[config.mk]
export PLATFORM = sky130hd
export DESIGN_NAME = ilas_limits_status
export DESIGN_NICKNAME = d
export VERILOG_FILES = /design/src/rtl/ilas_pkg.sv /design/src/rtl/ilas_spi_port.sv /design/src/rtl/ilas_limits_status.sv
export SDC_FILE = /design/constraint.sdc
export NUM_CORES = 1
export LEC_CHECK = 0
export BUFFER_PORTS_ARGS = -buffer_cell sky130_fd_sc_hd__buf_4
export CAP_MARGIN = 15
export CORE_MARGIN = 1.5
export CORE_UTILIZATION = 45
export CTS_BUF_LIST = sky130_fd_sc_hd__clkbuf_8
export DETAILED_ROUTE_END_ITERATION = 8
export PLACE_DENSITY_LB_ADDON = 0.2
export SYNTH_ARGS = -nofsm -noshare
export SYNTH_HDL_FRONTEND = slang
export SYNTH_SLANG_ARGS = --single-unit
[constraint.sdc]
create_clock -name ref_clk -period 2 [get_ports ref_clk]
set_input_delay 0.5 -clock ref_clk [delete_from_list [all_inputs] [get_ports ref_clk]]
set_output_delay 0.5 -clock ref_clk [all_outputs]
set_load 0.1 [all_outputs]
[src/rtl/ilas_pkg.sv]
// Purpose: shared constants for the inductance limit and status register block
// Assumes: 7-bit register addresses, 8-bit register data
// Notes: timing figures are in ns; cycle counts derive from the 20 MHz ref_clk

package ilas_pkg;

  // ----------------------------------------------------------------------
  // register addresses
  // ----------------------------------------------------------------------
  localparam logic [6:0] ILAS_ADDR_INT_FUNC = 7'h0A;
  localparam logic [6:0] ILAS_ADDR_UP_LOW = 7'h16;
  localparam logic [6:0] ILAS_ADDR_UP_HIGH = 7'h17;
  localparam logic [6:0] ILAS_ADDR_LO_LOW = 7'h18;
  localparam logic [6:0] ILAS_ADDR_LO_HIGH = 7'h19;
  localparam logic [6:0] ILAS_ADDR_STATUS = 7'h20;

  // ----------------------------------------------------------------------
  // reset values, latch clear write value and unmapped read value
  // ----------------------------------------------------------------------
  localparam logic [7:0] ILAS_LIMIT_BYTE_RESET = 8'h00;
  localparam logic [7:0] ILAS_STATUS_RESET = 8'h00;
  localparam logic [7:0] ILAS_CLEAR_VALUE = 8'h00;
  localparam logic [7:0] ILAS_UNMAPPED_READ = 8'h00;

  // ----------------------------------------------------------------------
  // status bit positions
  // ----------------------------------------------------------------------
  localparam int ILAS_ST_OSC_LOST = 7;
  localparam int ILAS_ST_READY_LOW = 6;
  localparam int ILAS_ST_R_OVER = 5;
  localparam int ILAS_ST_R_WINDOW = 4;
  localparam int ILAS_ST_L_OVER = 3;
  localparam int ILAS_ST_L_WINDOW = 2;
  localparam int ILAS_ST_RESERVED = 1;
  localparam int ILAS_ST_BUSY = 0;

  // ----------------------------------------------------------------------
  // interrupt pin function codes that enable the latched flags
  // ----------------------------------------------------------------------
  localparam logic [5:0] ILAS_FUNC_R_LATCH = 6'h01;
  localparam logic [5:0] ILAS_FUNC_L_LATCH = 6'h08;

  // ----------------------------------------------------------------------
  // serial port framing
  // ----------------------------------------------------------------------
  localparam logic [4:0] ILAS_CMD_BITS = 5'h08;
  localparam logic [4:0] ILAS_FRAME_BITS = 5'h10;
  localparam int ILAS_CMD_READ_BIT = 7;

  // ----------------------------------------------------------------------
  // timing
  // ----------------------------------------------------------------------
  localparam int ILAS_CLK_HZ = 20000000;
  localparam int ILAS_SETTLE_NS = 1000;
  localparam int ILAS_SETTLE_CYCLES_INT =
    (ILAS_SETTLE_NS * (ILAS_CLK_HZ / 1000000) + 999) / 1000;
  localparam logic [7:0] ILAS_SETTLE_CYCLES = 8'(ILAS_SETTLE_CYCLES_INT);

endpackage : ilas_pkg

[src/rtl/ilas_spi_port.sv]
// Purpose: serial register port, mode 0, command byte then one data byte
// Assumes: serial clock at most ref_clk / 8 so synchronised edges are seen
// Notes: command bit 7 high means read, bits 6:0 are the address

`timescale 1ns/100ps

module ilas_spi_port
  import ilas_pkg::*;
(
  input wire logic ref_clk, // device clock
  input wire logic reset, // synchronous reset, active high
  input wire logic sclk, // serial clock pin
  input wire logic cs_low, // chip select pin, active low
  input wire logic mosi, // serial data in pin
  input wire logic [7:0] rd_data, // read data for reg_addr
  output logic [6:0] reg_addr, // address of current frame
  output logic wr_pulse, // one-cycle write strobe
  output logic [7:0] wr_data, // write data
  output logic rd_pulse, // one-cycle read strobe
  output logic miso, // serial data out
  output logic miso_oe // drive enable of serial data out
);

  typedef struct packed {
    logic [1:0] sclk_sync;
    logic sclk_prev;
    logic [1:0] cs_sync;
    logic [1:0] mosi_sync;
    logic [4:0] bit_cnt;
    logic [7:0] rx;
    logic is_read;
    logic [6:0] addr;
    logic load;
    logic [7:0] tx;
    logic miso;
    logic miso_oe;
    logic wr;
    logic [7:0] wdata;
  } ilas_spi_s;

  ilas_spi_s st_q;
  ilas_spi_s st_d;

  logic rise;
  logic fall;
  logic [7:0] rx_next;

  always_comb
  begin
    st_d = st_q;
    st_d.sclk_sync = {st_q.sclk_sync[0], sclk};
    st_d.cs_sync = {st_q.cs_sync[0], cs_low};
    st_d.mosi_sync = {st_q.mosi_sync[0], mosi};
    st_d.sclk_prev = st_q.sclk_sync[1];
    rise = st_q.sclk_sync[1] & ~st_q.sclk_prev;
    fall = ~st_q.sclk_sync[1] & st_q.sclk_prev;
    rx_next = {st_q.rx[6:0], st_q.mosi_sync[1]};
    st_d.wr = 1'b0;
    st_d.load = 1'b0;
    st_d.miso_oe = ~st_q.cs_sync[1];
    if (st_q.load)
    begin
      st_d.tx = rd_data;
    end
    if (st_q.cs_sync[1])
    begin
      // deselected: frame aborts, partial writes are dropped
      st_d.bit_cnt = 5'h00;
      st_d.miso = 1'b0;
    end
    else if (rise && st_q.bit_cnt != ILAS_FRAME_BITS)
    begin
      st_d.rx = rx_next;
      st_d.bit_cnt = st_q.bit_cnt + 5'h01;
      if (st_q.bit_cnt == ILAS_CMD_BITS - 5'h01)
      begin
        st_d.is_read = rx_next[ILAS_CMD_READ_BIT];
        st_d.addr = rx_next[6:0];
        st_d.load = 1'b1;
      end
      else if (st_q.bit_cnt == ILAS_FRAME_BITS - 5'h01)
      begin
        st_d.wr = ~st_q.is_read;
        st_d.wdata = rx_next;
      end
    end
    else if (fall && st_q.bit_cnt >= ILAS_CMD_BITS && st_q.is_read)
    begin
      st_d.miso = st_q.tx[7];
      st_d.tx = {st_q.tx[6:0], 1'b0};
    end
  end

  always_ff @(posedge ref_clk)
  begin
    if (reset)
    begin
      st_q <= '0;
      st_q.sclk_sync <= 2'h0;
      st_q.cs_sync <= 2'h3;
    end
    else
    begin
      st_q <= st_d;
    end
  end

  assign reg_addr = st_q.addr;
  assign wr_pulse = st_q.wr;
  assign wr_data = st_q.wdata;
  assign rd_pulse = st_q.load & st_q.is_read;
  assign miso = st_q.miso;
  assign miso_oe = st_q.miso_oe;

endmodule : ilas_spi_port

[src/rtl/ilas_limits_status.sv]
// Purpose: inductance limit registers, limit comparators and status register
// Assumes: result inputs come from the conversion core on ref_clk
// Notes: the serial port front end lives in ilas_spi_port
//
// What this block does
// - upper inductance limit is byte 0x17 high, byte 0x16 low; both reset zero.
// - lower inductance limit is byte 0x19 times 256 plus byte 0x18; reset zero.
// - inductance result below lower limit sets the inductance window state.
// - low byte of lower limit is buffered until its high byte is written.
// - limit writes are accepted during conversions and apply immediately.
// - status bit 7 is 1 while sensor oscillation is not detected.
// - status bit 6 is 0 when a new result exists, else 1.
// - status bit 5 latches low on resistance over-limit; 0x00 to 0x0A clears.
// - status bit 3 latches low on inductance over-limit; 0x00 to 0x0A clears.
// - status bit 4 is the resistance hysteresis comparator state.
// - status bit 2 is the inductance hysteresis comparator state.
// - status bit 0 is 1 while reset completes; writes refused meanwhile.
// - inductance result above upper limit sets the inductance over-limit latch.
// - low byte of upper limit is buffered until its high byte is written.

`timescale 1ns/100ps

module ilas_limits_status
  import ilas_pkg::*;
(
  input wire logic ref_clk, // device clock, 20 MHz
  input wire logic reset, // synchronous reset, active high
  input wire logic sclk, // serial clock pin
  input wire logic cs_low, // serial chip select, active low
  input wire logic mosi, // serial data in
  output logic miso, // serial data out
  output logic miso_oe, // serial data out drive enable
  input wire logic osc_lost, // sensor oscillation missing, asynchronous
  input wire logic l_valid, // one-cycle pulse, new inductance result
  input wire logic [15:0] l_result, // inductance result
  input wire logic r_valid, // one-cycle pulse, new resistance result
  input wire logic [15:0] r_result, // resistance result
  input wire logic [15:0] resistance_upper_limit, // from resistance limit registers
  input wire logic [15:0] resistance_lower_limit, // from resistance limit registers
  input wire logic [5:0] interrupt_pin_function, // from register 0x0A
  output logic [15:0] inductance_upper_limit, // active upper limit
  output logic [15:0] inductance_lower_limit, // active lower limit
  output logic [7:0] status_byte, // status register image
  output logic settle_busy // reset still completing
);

  // ----------------------------------------------------------------------
  // state
  // ----------------------------------------------------------------------
  typedef struct packed {
    logic [7:0] up_low_buf;
    logic [15:0] up_lim;
    logic [7:0] lo_low_buf;
    logic [15:0] lo_lim;
    logic l_over;
    logic l_window;
    logic r_over;
    logic r_window;
    logic ready_low;
    logic l_seen;
    logic r_seen;
    logic [1:0] osc_sync;
    logic [7:0] settle_cnt;
    logic busy;
    logic [7:0] status;
  } ilas_state_s;

  ilas_state_s st_q;
  ilas_state_s st_d;

  logic [6:0] reg_addr;
  logic wr_pulse;
  logic [7:0] wr_data;
  logic rd_pulse;
  logic [7:0] rd_data;
  logic wr_ok;
  logic clear_latch;
  logic l_above_up;
  logic r_above_up;
  logic both_seen;
  logic r_report;
  logic l_report;
  logic l_below_lo;
  logic r_below_lo;
  logic status_read;
  logic [7:0] status_img;

  // ----------------------------------------------------------------------
  // serial front end
  // ----------------------------------------------------------------------
  ilas_spi_port u_port (
    .ref_clk(ref_clk),
    .reset(reset),
    .sclk(sclk),
    .cs_low(cs_low),
    .mosi(mosi),
    .rd_data(rd_data),
    .reg_addr(reg_addr),
    .wr_pulse(wr_pulse),
    .wr_data(wr_data),
    .rd_pulse(rd_pulse),
    .miso(miso),
    .miso_oe(miso_oe)
  );

  // ----------------------------------------------------------------------
  // read decode
  // ----------------------------------------------------------------------
  always_comb
  begin
    if (reg_addr == ILAS_ADDR_UP_LOW)
    begin
      // low bytes read the active limit, not the buffered byte
      rd_data = st_q.up_lim[7:0];
    end
    else if (reg_addr == ILAS_ADDR_UP_HIGH)
    begin
      rd_data = st_q.up_lim[15:8];
    end
    else if (reg_addr == ILAS_ADDR_LO_LOW)
    begin
      rd_data = st_q.lo_lim[7:0];
    end
    else if (reg_addr == ILAS_ADDR_LO_HIGH)
    begin
      rd_data = st_q.lo_lim[15:8];
    end
    else if (reg_addr == ILAS_ADDR_STATUS)
    begin
      rd_data = st_q.status;
    end
    else
    begin
      rd_data = ILAS_UNMAPPED_READ;
    end
  end

  // ----------------------------------------------------------------------
  // write decode
  // ----------------------------------------------------------------------
  // write data, including to the status address, is never stored in the status image
  // limitation: a frame that ends while busy loses its write without notice
  always_comb
  begin
    wr_ok = wr_pulse & ~st_q.busy;
    clear_latch = wr_ok && reg_addr == ILAS_ADDR_INT_FUNC && wr_data == ILAS_CLEAR_VALUE;
  end

  // ----------------------------------------------------------------------
  // result events
  // ----------------------------------------------------------------------
  // strict compares: a result equal to a limit leaves every flag alone
  always_comb
  begin
    l_above_up = l_valid && (l_result > st_q.up_lim);
    l_below_lo = l_valid && (l_result < st_q.lo_lim);
    r_above_up = r_valid && (r_result > resistance_upper_limit);
    r_below_lo = r_valid && (r_result < resistance_lower_limit);
    both_seen = (st_q.l_seen | l_valid) & (st_q.r_seen | r_valid);
    status_read = rd_pulse && reg_addr == ILAS_ADDR_STATUS;
  end

  // ----------------------------------------------------------------------
  // status image
  // ----------------------------------------------------------------------
  // latched flags only show under their pin function, else read not-exceeded
  // registered one cycle behind the flags so a read sees one consistent byte
  always_comb
  begin
    r_report = (interrupt_pin_function == ILAS_FUNC_R_LATCH) ? ~st_q.r_over : 1'b1;
    l_report = (interrupt_pin_function == ILAS_FUNC_L_LATCH) ? ~st_q.l_over : 1'b1;
    status_img = ILAS_STATUS_RESET;
    status_img[ILAS_ST_OSC_LOST] = st_q.osc_sync[1];
    status_img[ILAS_ST_READY_LOW] = st_q.ready_low;
    status_img[ILAS_ST_R_OVER] = r_report;
    status_img[ILAS_ST_R_WINDOW] = st_q.r_window;
    status_img[ILAS_ST_L_OVER] = l_report;
    status_img[ILAS_ST_L_WINDOW] = st_q.l_window;
    status_img[ILAS_ST_RESERVED] = 1'b0;
    status_img[ILAS_ST_BUSY] = st_q.busy;
  end

  // ----------------------------------------------------------------------
  // next state
  // ----------------------------------------------------------------------
  always_comb
  begin
    st_d = st_q;

    // only the second stage is read by logic
    st_d.osc_sync = {st_q.osc_sync[0], osc_lost};

    // settle counter after reset release
    // a counter, so the window follows the settle time constant
    if (st_q.settle_cnt != 8'h00)
    begin
      st_d.settle_cnt = st_q.settle_cnt - 8'h01;
    end
    st_d.busy = (st_q.settle_cnt != 8'h00);

    // no mode gating: limit writes land while conversions run
    if (wr_ok)
    begin
      if (reg_addr == ILAS_ADDR_UP_LOW)
      begin
        st_d.up_low_buf = wr_data;
      end
      else if (reg_addr == ILAS_ADDR_UP_HIGH)
      begin
        st_d.up_lim = {wr_data, st_q.up_low_buf};
      end
      else if (reg_addr == ILAS_ADDR_LO_LOW)
      begin
        st_d.lo_low_buf = wr_data;
      end
      else if (reg_addr == ILAS_ADDR_LO_HIGH)
      begin
        st_d.lo_lim = {wr_data, st_q.lo_low_buf};
      end
    end

    // a new over-limit event beats a clear in the same cycle
    st_d.l_over = (st_q.l_over & ~clear_latch) | l_above_up;
    st_d.r_over = (st_q.r_over & ~clear_latch) | r_above_up;

    // hysteresis: set below lower, release above upper, hold between
    if (l_below_lo)
    begin
      st_d.l_window = 1'b1;
    end
    else if (l_above_up)
    begin
      st_d.l_window = 1'b0;
    end
    if (r_below_lo)
    begin
      st_d.r_window = 1'b1;
    end
    else if (r_above_up)
    begin
      st_d.r_window = 1'b0;
    end

    // ready once both halves of a result pair have arrived
    st_d.l_seen = st_q.l_seen | l_valid;
    st_d.r_seen = st_q.r_seen | r_valid;
    if (both_seen)
    begin
      st_d.l_seen = 1'b0;
      st_d.r_seen = 1'b0;
      st_d.ready_low = 1'b0;
    end
    else if (status_read)
    begin
      st_d.ready_low = 1'b1;
    end

    st_d.status = status_img;
  end

  // ----------------------------------------------------------------------
  // registers
  // ----------------------------------------------------------------------
  always_ff @(posedge ref_clk)
  begin
    if (reset)
    begin
      // over latches start clear, so bits 5 and 3 read 1 once running
      st_q.up_low_buf <= ILAS_LIMIT_BYTE_RESET;
      st_q.up_lim <= {ILAS_LIMIT_BYTE_RESET, ILAS_LIMIT_BYTE_RESET};
      st_q.lo_low_buf <= ILAS_LIMIT_BYTE_RESET;
      st_q.lo_lim <= {ILAS_LIMIT_BYTE_RESET, ILAS_LIMIT_BYTE_RESET};
      st_q.ready_low <= 1'b1;
      st_q.settle_cnt <= ILAS_SETTLE_CYCLES;
      st_q.busy <= 1'b1;
      st_q.status <= ILAS_STATUS_RESET;
      st_q.l_over <= 1'h0;
      st_q.l_window <= 1'h0;
      st_q.r_over <= 1'h0;
      st_q.r_window <= 1'h0;
      st_q.l_seen <= 1'h0;
      st_q.r_seen <= 1'h0;
      st_q.osc_sync <= 2'h0;
    end
    else
    begin
      st_q <= st_d;
    end
  end

  // ----------------------------------------------------------------------
  // outputs
  // ----------------------------------------------------------------------
  // limits leave as registers so outside comparators never see a glitch
  assign inductance_upper_limit = st_q.up_lim;
  assign inductance_lower_limit = st_q.lo_lim;
  assign status_byte = st_q.status;
  assign settle_busy = st_q.busy;

endmodule : ilas_limits_status

==> results by group <==
Finish
  – # diodes: 0
  – Layout cells sized above 1: 24.76%
  – Area grow syn2layout: 23.94%
  – Final Util: 57.94%
  – Final non-filler cell total: 1105
  – Final net count: 1059
  – Fill count: 1245

Floorplan
  – Initial Utilization: 46.75%
  – Die height: 123.8 microns
  – Core Box Area: 0.01404 sq mm
  – Chip Width: 123.8 microns
  – Die area: 0.01532 sq mm
  – Rows: 43
  – I/O pin total: 121

Critical path
  – Crit start category: flop
  – Worst r2r src: u_port.reg_addr[2]
  – Worst-path fanout max: 9
  – CP endpoint kind: flop
  – WS Path Type: reg -> reg
  – Delay-heaviest family, CP: compound AO/OA/AOI/OAI gates
  – Slowest cell on the critical path: a222oi_1
  – Critical Path Max Stage Delay: 570 ps
  – CP required: 2310 ps
  – R2R cell count: 7
  – WP buf/inv: 1
  – Worst reg2reg path endpoint: u_port.st_q[18]
  – Reg2reg setup slack: 50 ps
  – CP cell instances: nor4b_4, buf_4, a22o_1, a222oi_1, o22ai_1, nor2_1, a211oi_1
  – Data arrival time at the worst-slack endpoint: 2260 ps

Timing
  – Final clock skew: 9.809 ps
  – Final Slew Violations: 0
  – Worst Max-Slew Pin Slew: 653.4 ps
  – Post-layout min period: 1951 ps
  – Final hold vios: 0
  – Final setup margin: 48.89 ps
  – Slew headroom: 56.44%
  – Highest clock rate: 512.5 MHz
  – Final Cycle Share: 97.56%
  – # setup viols final: 0

Clock tree
  – Clock Latency Late Sink: 440 ps
  – Hold buffers post-CTS: 0
  – CTS max path bufs: 2
  – CTS Buf Count: 17
  – TritonCTS clock tree: yes
  – Clock Pin Slew Worst Setup and Hold Paths: 70 ps
  – CTS HTree Levels: 4
  – Post CTS Setup Buffer Count: 0
  – Num Clock Sinks: 120
  – Root Buffer: clkbuf_8

Pwr
  – P_leak: 3.464 nW
  – PD cells: 657.7 mW/mm^2
  – Total power: 5.351 mW
  – Peak supply drop: 0.4003 mV

Min path
  – HP Start: cs_low
  – Cell depth of the worst hold path: 2
  – Min-Delay Path Class: in -> reg
  – WHS Endpoint: u_port.st_d[44]

GRT
  – Vias in the first global route: 5535
  – GR Util All Layers: 23.82%
  – Initial antenna violation count: 0
  – First-pass GRT wire length: 27630 microns
  – Remaining global-route overflow: 0
  – Largest net degree at the start of global routing: 46

Detailed routing
  – Vias: 5816
  – WL final: 17660 microns
  – Post-DRT Antenna Nets: 0
  – DRT iter0 DRCs: 400
  – DR vias/cell: 5.263
  – Wire length per cell: 15.98 microns
  – DRC violations left: 0
  – TritonRoute pass-1 iters: 8

Yosys
  – Register area share after synthesis: 36.59%
  – Synth area leader: dfxtp_1
  – Cell variety after synth: 57
  – Syn Inst Count: 785
  – Area share of the largest cell type after synthesis: 36.59%
  – Syn_area_per_cell: 8.363 sq um
  – Post-synthesis cell area: 0.006565 sq mm
  – EDFF count, synth: 0
  – Top FF cell, synth: dfxtp_1
  – Synth top area cells: dfxtp_1 37%, ha_1 13%, nand2_1 5.7%
  – Ys async rst share: 0%
  – #FFs+latches synth: 120
  – Syn_nets: 929
  – Yosys Warn Count: 0

Placed design
  – Detailed placer's ending HPWL: 13880 microns
  – Port Buffer Count: 119
  – Placed insts: 1076
  – Place WS: -282.7 ps
  – RePlAce Congestion: 0.9637

Run
  – Max Cap Violations: 0

Run status
  – Outcome: finished, final reports clean
layout make-up:
class / count / area (sq um) / area share (%)
Clock buffer: 18 / 247.7 / 3.045
Clock inverter: 11 / 160.2 / 1.968
Timing Repair Buffer: 181 / 1359 / 16.70
Inverter: 77 / 289.0 / 3.552
Sequential cell: 120 / 2407 / 29.59
Tap cell: 180 / 225.2 / 2.768
Multi-Input combinational cell: 518 / 3448 / 42.38
metal layers:
metal,share of wire [%],track usage (%)
met1,44,29.57
met3,5.8,4.945
met5,0,0
met2,47,39.81
met4,3.2,10.56
layout by cell type, fill, tap and decap left out, types with 14 or more instances in the layout:
cell type  synthesis  routed
a21oi_1           69      69
nor2_1            69      69
inv_1             76      79
ha_1              66      66
mux2i_1           32      32
dfxtp_1          120     116
clkbuf_8           0      18
nor2b_1           19      19
o21ai_0           20      20
buf_4             40     181
nand2_1          100     100
nand4_1           14      14
kinds of logic after synthesis:
kind of cell	Yosys count	synth area share, %
mux	32	4.879
compound gates	147	14.12
other cells	1	0.05712
buf+inv	147	11.11
fa+ha+maj	66	12.58
flops	120	36.59
simple gates	264	19.59
xor+xnor	8	1.067
cell usage after synthesis, types with 2 or more instances:
cell	n
o2bb2ai_1	2
a22oi_1	2
a2111oi_0	4
nor3b_2	3
o211ai_1	6
o21ai_0	20
mux2i_1	32
o21bai_1	3
a211oi_1	10
inv_1	76
nor3b_1	2
nand3b_1	2
clkbuf_1	24
nand2b_1	11
buf_2	3
nor2b_1	19
xor2_1	4
o22ai_1	7
nand4_1	14
nor3_2	2
dfxtp_1	120
xnor2_1	4
a222oi_1	6
o311ai_0	2
a21o_1	5
nand2_1	100
a21oi_1	69
buf_4	40
nor2_1	69
nor3_1	7
ha_1	66
a22o_1	6
or2_2	3
nor4bb_1	4
nand3_1	11
nor4_1	6
flip-flops by register name (all words and copies together), names as in the netlist:
register and count:
st_q 28, u_port.st_q 17, inductance_lower_limit 16, inductance_upper_limit 16, u_port.rx_next 8, u_port.wr_data 8
status_byte 7, u_port.reg_addr 7, st_d 5, u_port.st_d 4, settle_busy 1, u_port.miso 1
u_port.miso_oe 1, u_port.wr_pulse 1
metrics by stage:
stage / hold WS, ps / area, sq um / setup TNS (ps)
final: 251.1 / 8137 / 0
after global routing: 231.5 / 8137 / -16.97
after CTS: 229.8 / 8118 / 0
after detailed placement: 393.6 / 7710 / -914.7
after global placement: 395.2 / 7710 / -583.1
after floorplan: 389.5 / 6566 / 0
repair_timing:
action,4_1_cts,5_1_grt
pin swaps,0,1
gates resized for setup,1,7
cloned,0,0
hold endpoints to repair,0,0
setup endpoints to repair,2,17
how the worst max path moves through the flow:
stage                     slack (ps)                end                from  cells after the start
after floorplan                   10  u_port.wr_data[1]     u_port.st_q[36]                      9
after global placement          -170           st_q[25]         l_result[1]                      8
after detailed placement        -280           st_q[25]         l_result[1]                      8
after CTS                         20           st_q[69]  u_port.reg_addr[2]                      7
after global routing             -10    u_port.st_q[15]  u_port.reg_addr[0]                      8
final                             50    u_port.st_q[18]  u_port.reg_addr[2]                      7
report_power, final:
| part | internal [mW] | switching [mW] |
|---|---|---|
| combinational | 0.282 | 0.323 |
| sequential | 2.44 | 0.0374 |
| clock | 1.35 | 0.914 |
Note: power is estimated with default switching activity, not from simulation.
